==> config.mk <==
export PLATFORM = sky130hd
export DESIGN_NAME = tcrc_device_flat
export DESIGN_NICKNAME = d
export VERILOG_FILES = /design/src/shared/tcrc_pkg.sv /design/src/shared/tcrc_link_if.sv /design/src/core/tcrc_device.sv /design/src/flat_wrapper.sv
export SDC_FILE = /design/constraint.sdc
export NUM_CORES = 1
export LEC_CHECK = 0
export BUFFER_PORTS_ARGS = -buffer_cell sky130_fd_sc_hd__buf_4
export CORE_AREA = 2 2 80 82
export CTS_BUF_LIST = sky130_fd_sc_hd__clkbuf_16
export DETAILED_ROUTE_END_ITERATION = 10
export DIE_AREA = 0 0 82 84
export PLACE_DENSITY = 0.7
export SKIP_LAST_GASP = 1
export SLEW_MARGIN = 20
export SYNTH_ARGS = -nofsm -noshare
export SYNTH_HDL_FRONTEND = slang
export SYNTH_SLANG_ARGS = --single-unit
==> constraint.sdc <==
create_clock -name mclk -period 2.5 [get_ports mclk]
set_input_delay 0.125 -clock mclk [delete_from_list [all_inputs] [get_ports mclk]]
set_output_delay 0.125 -clock mclk [all_outputs]
set_load 0.03 [all_outputs]
==> src/shared/tcrc_pkg.sv <==
// constants and types shared by both ends of the touch controller reset link
// assumes both ends run on the same 40 MHz mclk
package tcrc_pkg;

    // clock and reset-pulse timing, times in ns
    localparam int CLK_NS        = 25;
    localparam int RST_REJECT_NS = 5000;
    localparam int RST_ACCEPT_NS = 10000;
    localparam int SPIKE_NS      = 20;

    // cycle counts derived from the times above
    localparam int REJECT_CYC = (RST_REJECT_NS + CLK_NS - 1) / CLK_NS;
    localparam int ACCEPT_CYC = RST_ACCEPT_NS / CLK_NS;
    localparam int THRESH_CYC = (REJECT_CYC + ACCEPT_CYC) / 2;
    localparam int SPIKE_CYC  = (SPIKE_NS / CLK_NS < 1) ? 1 : SPIKE_NS / CLK_NS;
    localparam int FILT_LEN   = SPIKE_CYC + 1;
    localparam int HOLD_CYC   = (RST_ACCEPT_NS + CLK_NS - 1) / CLK_NS;
    localparam int CNT_W      = $clog2(HOLD_CYC + 1);

    localparam logic [CNT_W-1:0] THRESH = CNT_W'(THRESH_CYC);
    localparam logic [CNT_W-1:0] HOLD   = CNT_W'(HOLD_CYC);

    // control byte layout
    localparam int IRQ_SEL_BIT  = 0;
    localparam int SOFT_RST_BIT = 1;
    localparam int FUNC_LSB     = 3;
    localparam int FUNC_W       = 4;

    // converter function codes
    localparam logic [FUNC_W-1:0] FUNC_XYZ = 4'h0;
    localparam logic [FUNC_W-1:0] FUNC_XY  = 4'h1;
    localparam logic [FUNC_W-1:0] FUNC_X   = 4'h2;
    localparam logic [FUNC_W-1:0] FUNC_Y   = 4'h3;
    localparam logic [FUNC_W-1:0] FUNC_Z   = 4'h4;

    // conversion slots, in scan order (y group first)
    localparam logic [2:0] IDX_Y_END_NODE_FIRST  = 3'h0;
    localparam logic [2:0] IDX_Y_END_NODE_SECOND = 3'h1;
    localparam logic [2:0] IDX_Y_CURRENT_CONV    = 3'h2;
    localparam logic [2:0] IDX_X_END_NODE_FIRST  = 3'h3;
    localparam logic [2:0] IDX_X_END_NODE_SECOND = 3'h4;
    localparam logic [2:0] IDX_X_CURRENT_CONV    = 3'h5;
    localparam logic [2:0] IDX_PRESSURE_FIRST    = 3'h6;
    localparam logic [2:0] IDX_PRESSURE_SECOND   = 3'h7;
    localparam int         NUM_CONV              = 8;

    // target address upper bits; value is arbitrary
    localparam logic [4:0] ADDR_HI_DEFAULT = 5'h0c;
    localparam int         DATA_W          = 12;
    localparam int         CONV_CYC_DEF    = 16;
    localparam logic [1:0] STRAP_WAIT      = 2'h2;

    typedef enum logic [0:0] {SEQ_IDLE, SEQ_CONVERT} tcrc_seq_t;
    typedef enum logic [1:0] {H_POWERUP, H_HOLD, H_RUN} tcrc_host_st_t;

endpackage

==> src/shared/tcrc_link_if.sv <==
// link between host and touch controller: reset pin, interrupt pin, control byte strobe
// assumes one mclk for both ends; the testbench instantiates and joins it
`timescale 1ns/10ps
interface tcrc_link_if;
    logic       reset_n;
    logic       irq_n;
    logic       bus_valid;
    logic [6:0] bus_addr;
    logic [7:0] bus_data;

    modport dev  (input reset_n, input bus_valid, input bus_addr, input bus_data,
                  output irq_n);
    modport host (output reset_n, output bus_valid, output bus_addr, output bus_data,
                  input irq_n);
endinterface

==> src/core/tcrc_device.sv <==
// touch controller end: reset pulse qualification, soft reset, strap address,
// conversion group sequencer and the shared data-ready / touch interrupt pin
// assumes the host keeps to the reset pulse widths; adc_sample is same-clock logic
`timescale 1ns/10ps
// Operation
// - low at least 10 us with supply ok resets
// - low pulses under 5 us are ignored
// - pulses between 5 and 10 us avoided
// - spikes up to 20 ns filtered out
// - control byte bit D1 requests soft reset
// - one active-low pin, data or touch selectable
// - reset pin is active low
// - two straps give target address bits 0,1
// - host holds reset low through power-up
// - host hard-resets after noncompliant power cycles
// - host hard-resets after supply glitches
// - host pin for interrupt is input only
// - x, y triplets and pressure pair conversions
// - accepted reset restores all defaults
module tcrc_device #(
    parameter logic [4:0] ADDR_HI  = tcrc_pkg::ADDR_HI_DEFAULT,
    parameter int         CONV_CYC = tcrc_pkg::CONV_CYC_DEF
) (
    input  wire logic                        mclk,
    input  wire logic                        rst_b,
    tcrc_link_if.dev                         link,
    input  wire logic                        supply_ok,
    input  wire logic                        touch_present,
    input  wire logic                        target_addr_strap_bit0,
    input  wire logic                        target_addr_strap_bit1,
    input  wire logic [tcrc_pkg::DATA_W-1:0] adc_sample,
    output logic                             conv_valid,
    output logic [2:0]                       conv_id,
    output logic [tcrc_pkg::DATA_W-1:0]      conv_data,
    output logic                             in_reset,
    output logic                             reset_event
);

    localparam int CC_W = $clog2(CONV_CYC + 1);
    localparam logic [CC_W-1:0] CONV_LAST = CC_W'(CONV_CYC - 1);

    typedef struct packed {
        logic [1:0]                            rst_sync;
        logic [tcrc_pkg::FILT_LEN-1:0]         rst_hist;
        logic                                  rst_filt;
        logic [tcrc_pkg::CNT_W-1:0]            low_cnt;
        logic                                  hw_hold;
        logic [1:0]                            strap_s1;
        logic [1:0]                            strap_s2;
        logic [1:0]                            strap_warm;
        logic [1:0]                            strap;
        logic                                  strap_taken;
        logic                                  irq_sel;
        logic                                  data_avail;
        logic                                  irq_n;
        tcrc_pkg::tcrc_seq_t                   seq;
        logic [2:0]                            step;
        logic [2:0]                            last;
        logic [CC_W-1:0]                       conv_cnt;
        logic [tcrc_pkg::NUM_CONV-1:0][tcrc_pkg::DATA_W-1:0] data_reg;
        logic                                  conv_valid;
        logic [2:0]                            conv_id;
        logic [tcrc_pkg::DATA_W-1:0]           conv_data;
        logic                                  reset_event;
    } tcrc_dev_st_t;

    localparam tcrc_dev_st_t DEV_RST = '{
        rst_sync: 2'h3, rst_hist: '1, rst_filt: 1'b1, irq_n: 1'b1,
        seq: tcrc_pkg::SEQ_IDLE, default: '0};

    tcrc_dev_st_t cur;
    tcrc_dev_st_t nxt;
    logic         hw_fire;
    logic         sw_fire;
    logic         hit;
    logic [3:0]   func;

    // next-state logic for the whole end
    always_comb begin
        nxt         = cur;
        hw_fire     = 1'b0;
        sw_fire     = 1'b0;
        func        = link.bus_data[tcrc_pkg::FUNC_LSB +: tcrc_pkg::FUNC_W];
        nxt.conv_valid  = 1'b0;
        nxt.reset_event = 1'b0;

        // reset pin: synchronise, then spike filter; a lone sample never moves the level
        nxt.rst_sync = {cur.rst_sync[0], link.reset_n};
        nxt.rst_hist = {cur.rst_hist[tcrc_pkg::FILT_LEN-2:0], cur.rst_sync[1]};
        if (&cur.rst_hist) begin
            nxt.rst_filt = 1'b1;
        end else if (~|cur.rst_hist) begin
            nxt.rst_filt = 1'b0;
        end

        // low-width counter; a low level is the request, and a drop in supply restarts it
        if (cur.rst_filt || !supply_ok) begin
            nxt.low_cnt = '0;
            nxt.hw_hold = cur.hw_hold & ~cur.rst_filt;
        end else if (cur.low_cnt != tcrc_pkg::THRESH) begin
            nxt.low_cnt = cur.low_cnt + 1'b1;
            if (cur.low_cnt == tcrc_pkg::THRESH - 1'b1) begin
                hw_fire     = 1'b1;
                nxt.hw_hold = 1'b1;
            end
        end

        // strap capture after the synchronisers have filled
        nxt.strap_s1 = {target_addr_strap_bit1, target_addr_strap_bit0};
        nxt.strap_s2 = cur.strap_s1;
        if (!cur.strap_taken) begin
            if (cur.strap_warm == tcrc_pkg::STRAP_WAIT) begin
                nxt.strap       = cur.strap_s2;
                nxt.strap_taken = 1'b1;
            end else begin
                nxt.strap_warm = cur.strap_warm + 1'b1;
            end
        end

        // control byte decode; writes before the straps are known are not answered
        hit = link.bus_valid && cur.strap_taken && !cur.hw_hold &&
              (link.bus_addr == {ADDR_HI, cur.strap});
        if (hit) begin
            if (link.bus_data[tcrc_pkg::SOFT_RST_BIT]) begin
                sw_fire = 1'b1;
            end else begin
                nxt.irq_sel    = link.bus_data[tcrc_pkg::IRQ_SEL_BIT];
                nxt.data_avail = 1'b0;
                if (cur.seq == tcrc_pkg::SEQ_IDLE) begin
                    nxt.conv_cnt = '0;
                    nxt.seq      = tcrc_pkg::SEQ_CONVERT;
                    case (func)
                        tcrc_pkg::FUNC_XYZ: begin
                            nxt.step = tcrc_pkg::IDX_Y_END_NODE_FIRST;
                            nxt.last = tcrc_pkg::IDX_PRESSURE_SECOND;
                        end
                        tcrc_pkg::FUNC_XY: begin
                            nxt.step = tcrc_pkg::IDX_Y_END_NODE_FIRST;
                            nxt.last = tcrc_pkg::IDX_X_CURRENT_CONV;
                        end
                        tcrc_pkg::FUNC_X: begin
                            nxt.step = tcrc_pkg::IDX_X_END_NODE_FIRST;
                            nxt.last = tcrc_pkg::IDX_X_CURRENT_CONV;
                        end
                        tcrc_pkg::FUNC_Y: begin
                            nxt.step = tcrc_pkg::IDX_Y_END_NODE_FIRST;
                            nxt.last = tcrc_pkg::IDX_Y_CURRENT_CONV;
                        end
                        tcrc_pkg::FUNC_Z: begin
                            nxt.step = tcrc_pkg::IDX_PRESSURE_FIRST;
                            nxt.last = tcrc_pkg::IDX_PRESSURE_SECOND;
                        end
                        default: begin
                            nxt.seq = tcrc_pkg::SEQ_IDLE; // unknown codes start nothing
                        end
                    endcase
                end
            end
        end

        // sequencer: one conversion per slot, each CONV_CYC cycles long
        case (cur.seq)
            tcrc_pkg::SEQ_IDLE: begin
                nxt.conv_cnt = '0;
            end
            tcrc_pkg::SEQ_CONVERT: begin
                if (cur.conv_cnt == CONV_LAST) begin
                    nxt.conv_cnt            = '0;
                    nxt.data_reg[cur.step]  = adc_sample;
                    nxt.conv_valid          = 1'b1;
                    nxt.conv_id             = cur.step;
                    nxt.conv_data           = adc_sample;
                    if (cur.step == cur.last) begin
                        nxt.seq        = tcrc_pkg::SEQ_IDLE;
                        nxt.data_avail = 1'b1;
                    end else begin
                        nxt.step = cur.step + 1'b1;
                    end
                end else begin
                    nxt.conv_cnt = cur.conv_cnt + 1'b1;
                end
            end
            default: begin
                nxt.seq = tcrc_pkg::SEQ_IDLE;
            end
        endcase

        // shared interrupt pin, registered so it never glitches
        nxt.irq_n = cur.irq_sel ? ~touch_present : ~cur.data_avail;

        // any accepted reset, and the whole time the pin stays low after it
        if (hw_fire || sw_fire || cur.hw_hold) begin
            nxt.strap_warm  = '0;
            nxt.strap       = '0;
            nxt.strap_taken = 1'b0;
            nxt.irq_sel     = 1'b0;
            nxt.data_avail  = 1'b0;
            nxt.irq_n       = 1'b1;
            nxt.seq         = tcrc_pkg::SEQ_IDLE;
            nxt.step        = '0;
            nxt.last        = '0;
            nxt.conv_cnt    = '0;
            nxt.data_reg    = '0;
            nxt.conv_valid  = 1'b0;
            nxt.conv_id     = '0;
            nxt.conv_data   = '0;
            nxt.reset_event = hw_fire | sw_fire;
        end
    end

    // single state register
    always_ff @(posedge mclk or negedge rst_b) begin
        if (!rst_b) begin
            cur <= DEV_RST;
        end else begin
            cur <= nxt;
        end
    end

    assign link.irq_n  = cur.irq_n;
    assign conv_valid  = cur.conv_valid;
    assign conv_id     = cur.conv_id;
    assign conv_data   = cur.conv_data;
    assign in_reset    = cur.hw_hold;
    assign reset_event = cur.reset_event;

endmodule // tcrc_device

==> src/flat_wrapper.sv <==
// flat-port wrapper written by rule: the top's interface ports become plain ports
module tcrc_device_flat 
#(
    parameter logic [4:0] ADDR_HI  = tcrc_pkg::ADDR_HI_DEFAULT,
    parameter int         CONV_CYC = tcrc_pkg::CONV_CYC_DEF
)
  (mclk, rst_b, supply_ok, touch_present, target_addr_strap_bit0, target_addr_strap_bit1, adc_sample, conv_valid, conv_id, conv_data, in_reset, reset_event, link_reset_n, link_bus_valid, link_bus_addr, link_bus_data, link_irq_n);
  tcrc_link_if link_i ();
  input  wire logic mclk;
  input  wire logic rst_b;
  input  wire logic supply_ok;
  input  wire logic touch_present;
  input  wire logic target_addr_strap_bit0;
  input  wire logic target_addr_strap_bit1;
  input  wire logic [tcrc_pkg::DATA_W-1:0] adc_sample;
  output logic conv_valid;
  output logic [2:0] conv_id;
  output logic [tcrc_pkg::DATA_W-1:0] conv_data;
  output logic in_reset;
  output logic reset_event;
  input wire logic [$bits(link_i.reset_n)-1:0] link_reset_n;
  input wire logic [$bits(link_i.bus_valid)-1:0] link_bus_valid;
  input wire logic [$bits(link_i.bus_addr)-1:0] link_bus_addr;
  input wire logic [$bits(link_i.bus_data)-1:0] link_bus_data;
  output wire logic [$bits(link_i.irq_n)-1:0] link_irq_n;
  assign link_i.reset_n = link_reset_n;
  assign link_i.bus_valid = link_bus_valid;
  assign link_i.bus_addr = link_bus_addr;
  assign link_i.bus_data = link_bus_data;
  assign link_irq_n = link_i.irq_n;
  tcrc_device #(.ADDR_HI(ADDR_HI), .CONV_CYC(CONV_CYC)) u_core (.mclk(mclk), .rst_b(rst_b), .link(link_i), .supply_ok(supply_ok), .touch_present(touch_present), .target_addr_strap_bit0(target_addr_strap_bit0), .target_addr_strap_bit1(target_addr_strap_bit1), .adc_sample(adc_sample), .conv_valid(conv_valid), .conv_id(conv_id), .conv_data(conv_data), .in_reset(in_reset), .reset_event(reset_event));
endmodule
# Yosys cells after proc, flatten, opt, wreduce, memory -nomap -nowiden
# Index checks and enable logic that the tools add are counted.
word_totals:
  register_bits: 152
  in_bits: 35
  output_inout_bits: 19
  elab_cells: 118
op_classes:
  add_sub_neg: 4
  n_lt_le_gt_ge: 2
  n_eq_ne: 15
  muxes: 36
  bitwise: 6
  n_reduce_logical: 26
op_table:
  columns: ["cell", "count"]
  rows:
  - ["two-way mux 112 bit", 2]
  - ["two-way mux 133 bit", 1]
  - ["bitwise mux 96 bit", 1]
  - ["two-way mux 12 bit", 4]
  - ["demux 12 bit (select 3 bit)", 1]
  - ["case mux 6 bit (5 select lines)", 1]
  - ["two-way mux 10 bit", 2]
  - ["two-way mux 1 bit", 14]
  - ["AND reduction 2 bit", 6]
  - ["nonzero test 2 bit", 6]
  - ["two-way mux 5 bit", 2]
  - ["case mux 5 bit (2 select lines)", 1]
  - ["adder 9 x 1 -> 9 bit (second input constant)", 1]
  - ["equality test 9 bit (second input constant)", 1]
  - ["!= test 9 bit (second input constant)", 1]
  - ["equality test 4 x 2 -> 1 bit (second input constant)", 2]
  - ["two-way mux 4 bit", 2]
  - ["equality test 7 x 6 -> 1 bit", 1]
  - ["two-way mux 2 bit", 3]
  - ["two-way mux 3 bit", 2]
  - ["!= test 2 bit (second input constant)", 3]
  - ["nonzero test 6 bit", 1]
  - ["adder 5 x 1 -> 5 bit (second input constant)", 1]
  - ["equality test 5 x 4 -> 1 bit (second input constant)", 1]
  - ["19 further kinds", 29]

# Longest topological paths before layout
logic_depth:
  word_depth: 10
  ltp_mapped: 7
  mapped_depth_nobuf: 7

# Worst setup path after synthesis
# No wires, ideal clock.
synth_path:
  kind: "register -> register"
  startpoint: "register u_core.cur (netlist bit u_core.in_reset)"
  endpoint: "register u_core.cur[118] in the netlist's numbering"
  setup_time_ns: 0.124
  t_arrival_ns: 1.912
  required_time_ns: 2.376
  slack_ns: 0.464
  stages_incl_launch_ff: 7
  path_buffers: 2
  synth_period_minus_slack_ns: 2.036
  cell_sequence: "dfrtp_1 -> or4b_4 -> nor4_2 -> a211o_1 -> buf_4 -> buf_6 -> a21oi_2"
synth_via:
  elab_chain_cells: 8
  elab_cells_between_ends: 12
  cone_classes: "eq/ne (2); mux (2); reduce/logical (8)"
synth_lines:
  columns: ["item", "line", "text"]
  rows:
  - ["start, declared", "tcrc_device.sv:71", "tcrc_dev_st_t cur;"]
  - ["start signal, assigned", "tcrc_device.sv:216", "cur <= nxt;"]
  - ["logical NOT 1 bit", "tcrc_device.sv:121", "hit = link.bus_valid && cur.strap_taken && !cur.hw_hold &&"]
  - ["logical AND 1 bit (2 in a row)", "tcrc_device.sv:121", null]
  - ["two-way mux 1 bit", "tcrc_device.sv:123", "if (hit) begin"]
  - ["logical OR 1 bit (2 in a row)", "tcrc_device.sv:192", "if (hw_fire || sw_fire || cur.hw_hold) begin"]
  - ["nonzero test 6 bit (no source line), or another cell as far along", null, null]
  - ["AND reduction 4 bit (no source line)", null, null]
# Parallel ways exist; a longest one is shown, timed or not.
# A chain may end at the register's enable or synchronous reset.

# Worst setup path after layout
layout_path:
  startpoint: "register u_core.cur (netlist bit u_core.in_reset)"
  endpoint: "register u_core.cur (netlist bit u_core.conv_data[3])"
layout_via:
  elab_chain_cells: 8
  elab_cells_between_ends: 10
  cone_classes: "mux (2); reduce/logical (8)"
layout_lines:
  columns: ["item", "line"]
  rows:
  - ["logical NOT 1 bit", "tcrc_device.sv:121"]
  - ["logical AND 1 bit (2 in a row)", "tcrc_device.sv:121"]
  - ["two-way mux 1 bit", "tcrc_device.sv:123"]
  - ["logical OR 1 bit", "tcrc_device.sv:192"]
  - ["logical OR 1 bit (*)", "tcrc_device.sv:192"]
  - ["nonzero test 2 bit (no source line)", null]
  - ["AND reduction 2 bit (no source line)", null]
# Every way passes the cells marked *; elsewhere a longest branch is shown, timed or not.

==> results.md <==
- GRT Residual Overflow: 0
- PwrDens: 588 mW/mm^2
- Status: finished, final reports clean
- Simple-Gate Fraction of Synth Area: 19.9%
- Maximum VDD drop: 0.412 mV
- RSZ-0062 raised after global routing: false
- Initial Util: roughly 43%
- Fin util: 51.7%
- Gpl congestion: 0.815
- Distinct cells, synth: 47
- Max Cap Viol: 0
- Post-synth EDFFs: 0
- Fin cells: 376
- Worst-path cell chain: or4b_4 -> nor4_2 -> a211o_1 -> buf_4 -> a21oi_1
- Rows: 29
- Kind of critical path: reg -> reg
- Seq/Total Area, Yosys: 52.9%
- Clock tree buffer depth: 2
- Cts bufs inserted: 5
- P_leak: about 1.5 nW
- Setup crit end kind: register
- # resized after CTS: 0
- Core area: 0.00610 mm^2
- DRT Wirelength: 4880 um
- ANT nets after route: 0
- Vias in the first global route: 1893
- CP Data Arrival Time: 2400 ps
- CTS Hold Bufs: 4
- Slew Viols, Final: 0
- Worst hold path class: in -> reg
- FF+latch count, synth: 55
- Reg2reg start: u_core.in_reset$_DFFE_PN0P_
- Ys async rst share: 100%
- Cells after DPL: ~360
- Sw frac: 23.6%
- Clock Latency Late Sink: 290 ps
- Synthesis-to-finish area growth: 20.6%
- Pint: 1.42 mW
- Mux contribution to synthesized area: under 10%
- Mapped Area: 0.00262 mm^2
- Critical Path Slowest Stage Cell: or4b_4
- DRC viols: 0
- Die height: 84 um
- Reg clk slew, reported paths: 60 ps
- Setup TNS: 0 ps
- Gate power share: 11.8%
- Global-route wire length before repair: 8380 um
- Mapped Cells: 253
- Clock skew: 5.10 ps
- Detailed-route wire length per cell: 13.0 um
- Io pins: 54
- Final Setup Violations: 0
- Crit-path max cell delay: just under 600 ps
- Sequential cell fraction of total power: 53.2%
- Via count: slightly below 2000
- Pre-antenna DRT Iters: 5
- Post-DP Area: roughly 0.0030 mm^2
- Fin. Hold Viols: 0
- Commonest non-fill, non-tap cell in the layout: buf_4
- Die X: 82 um
- Hold path start: adc_sample[0]
- Tmin final: 2240 ps
- Relative slew slack: approximately 54%
- Worst Setup SP: u_core.in_reset$_DFFE_PN0P_
- Pin count of the biggest net entering global routing: 56
- Fmax: 447 MHz
- DP Wirelength: 3510 um
- Switch Pwr: 438 uW
- Clock share of power: 35.1%
- All-Layer GR Usage: 15.5%
- Share of layout cells above drive strength 1: 29.8%
- Tcrit/Tclk final: 89.5%
- Adder-cell share of the synthesized area: between 2 and 3%
- CP max FO: 13
- Initial antenna violation count: 0
- Synthesized net count: slightly below 300
- Post-synth top flop: dfrtp_1
- Fill cell count: around 570
- XOR/XNOR Fraction of Synth Area: 2.68%
- Die Area: 0.00689 mm^2
- Final Cell Area: 0.00315 mm^2
- I/O Buffers: 51
- Worst Tran Pin Value: 682 ps
- Mapped Avg Cell Area: 10.3 um^2
- Setup bufs post-CTS: 0
- CTS tree: yes
- Antenna diodes: 0
- Clock sinks: 55
- Vias/cell: between 5 and 6
- Tot Pwr: 1.86 mW
- Fin nets: 339
- Synth Area in Compound Gates: a little under an eighth
- Initial DRC Count: 104
- Main combinational cell family by area after synthesis: simple AND/OR/NAND/NOR gates
- Clk root buf: clkbuf_16
- Critical path startpoint category: register
- H-Tree Depth: 2
- Most frequent cells in the layout: buf_4 (57), dfrtp_1 (49), nand2_1 (40)
- YS warnings: 0
- WP data required: 2670 ps
[synthesized netlist by cell type (all sizes together), types with 3 or more instances]
master | number | area share (%)
or3 | 6 | 1.4
buf | 19 | 5.9
nor2 | 18 | 2.6
ha | 6 | 2.9
clkbuf | 4 | 0.57
xnor2 | 3 | 1.0
dfrtp | 49 | 47
nand3 | 8 | 1.7
nor3 | 12 | 2.7
o21ai | 5 | 0.96
inv | 9 | 1.3
nor4 | 3 | 0.96
xor2 | 5 | 1.7
a21oi | 27 | 6.7
mux2i | 5 | 1.9
nand2 | 40 | 5.7
dfstp | 6 | 6.0
[registers in the layout (all words and copies together), names as in the netlist]
name and count:
u_core.cur 36, u_core.conv_data 12, u_core.conv_id 3, u_core.conv_valid 1, u_core.in_reset 1, u_core.link.irq_n 1, u_core.reset_event 1
[cells by family after synthesis]
group	after synthesis
buffers and inverters	32
AOI/OAI and AO/OA	44
muxes	6
and+or+nand+nor	102
adders and majority gates	6
DFF	55
xor gates and xnor gates	8
[critical path, delay by kind of cell, from the launching register on]
| kind | cells | cell delay (ps) |
|---|---|---|
| flops | 1 | 410 |
| compound gates | 2 | 450 |
| simple gates | 2 | 950 |
| buf+inv | 1 | 300 |
[per-layer routing]
metal  track usage [%]  up-vias  share of wire, %
met4              4.39        0              0.90
met5                 0        -                 0
met3              4.33        4               6.6
li1                  -      944                 -
met2              25.7       57                48
met1              19.6      930                44
[stage by stage]
stage | setup slack, ps | hold WS, ps
2_1_floorplan | 464 | -171
6_report | 263 | 77.9
3_5_place_dp | 251 | 216
5_1_grt | 135 | 72.7
3_3_place_gp | 291 | 213
4_1_cts | 239 | 73.9
[cell type report]
cell class | instances | area (um^2) | share of cell area, %
sequential | 55 | 1380 | 43.9
multi-input combinational | 166 | 1030 | 32.8
timing repair buffer | 61 | 468 | 14.8
clock buffer | 5 | 125 | 3.97
tap | 77 | 96.3 | 3.05
inverter | 9 | 33.8 | 1.07
clock inverter | 3 | 12.5 | 0.397
[path summary, 6_finish.rpt]
kind / endpoint / slack (ps) / cells after the start
max in group asynchronous: u_core.cur[113]$_DFF_PN0_ / 1620 / 2
worst min register to register: u_core.cur[133]$_DFF_PN0_ / 350 / 0
min in group asynchronous: u_core.conv_data[3]$_DFFE_PN0P_ / 420 / 2
worst max register to register: u_core.conv_data[3]$_DFFE_PN0P_ / 260 / 5
worst max-delay path: u_core.conv_data[3]$_DFFE_PN0P_ / 260 / 5
worst min-delay path: u_core.conv_data[0]$_DFFE_PN0P_ / 80 / 3
[power by group through the flow]
stage          registers (mW)  clock network, mW  logic (mW)
2_1_floorplan           0.995                  0       0.127
3_3_place_gp             1.00                  0       0.207
3_5_place_dp             1.00                  0       0.216
4_1_cts                 0.986              0.675       0.223
5_1_grt                 0.992              0.708       0.248
6_report                0.986              0.651       0.218
Power figures use the tool's default switching activity.
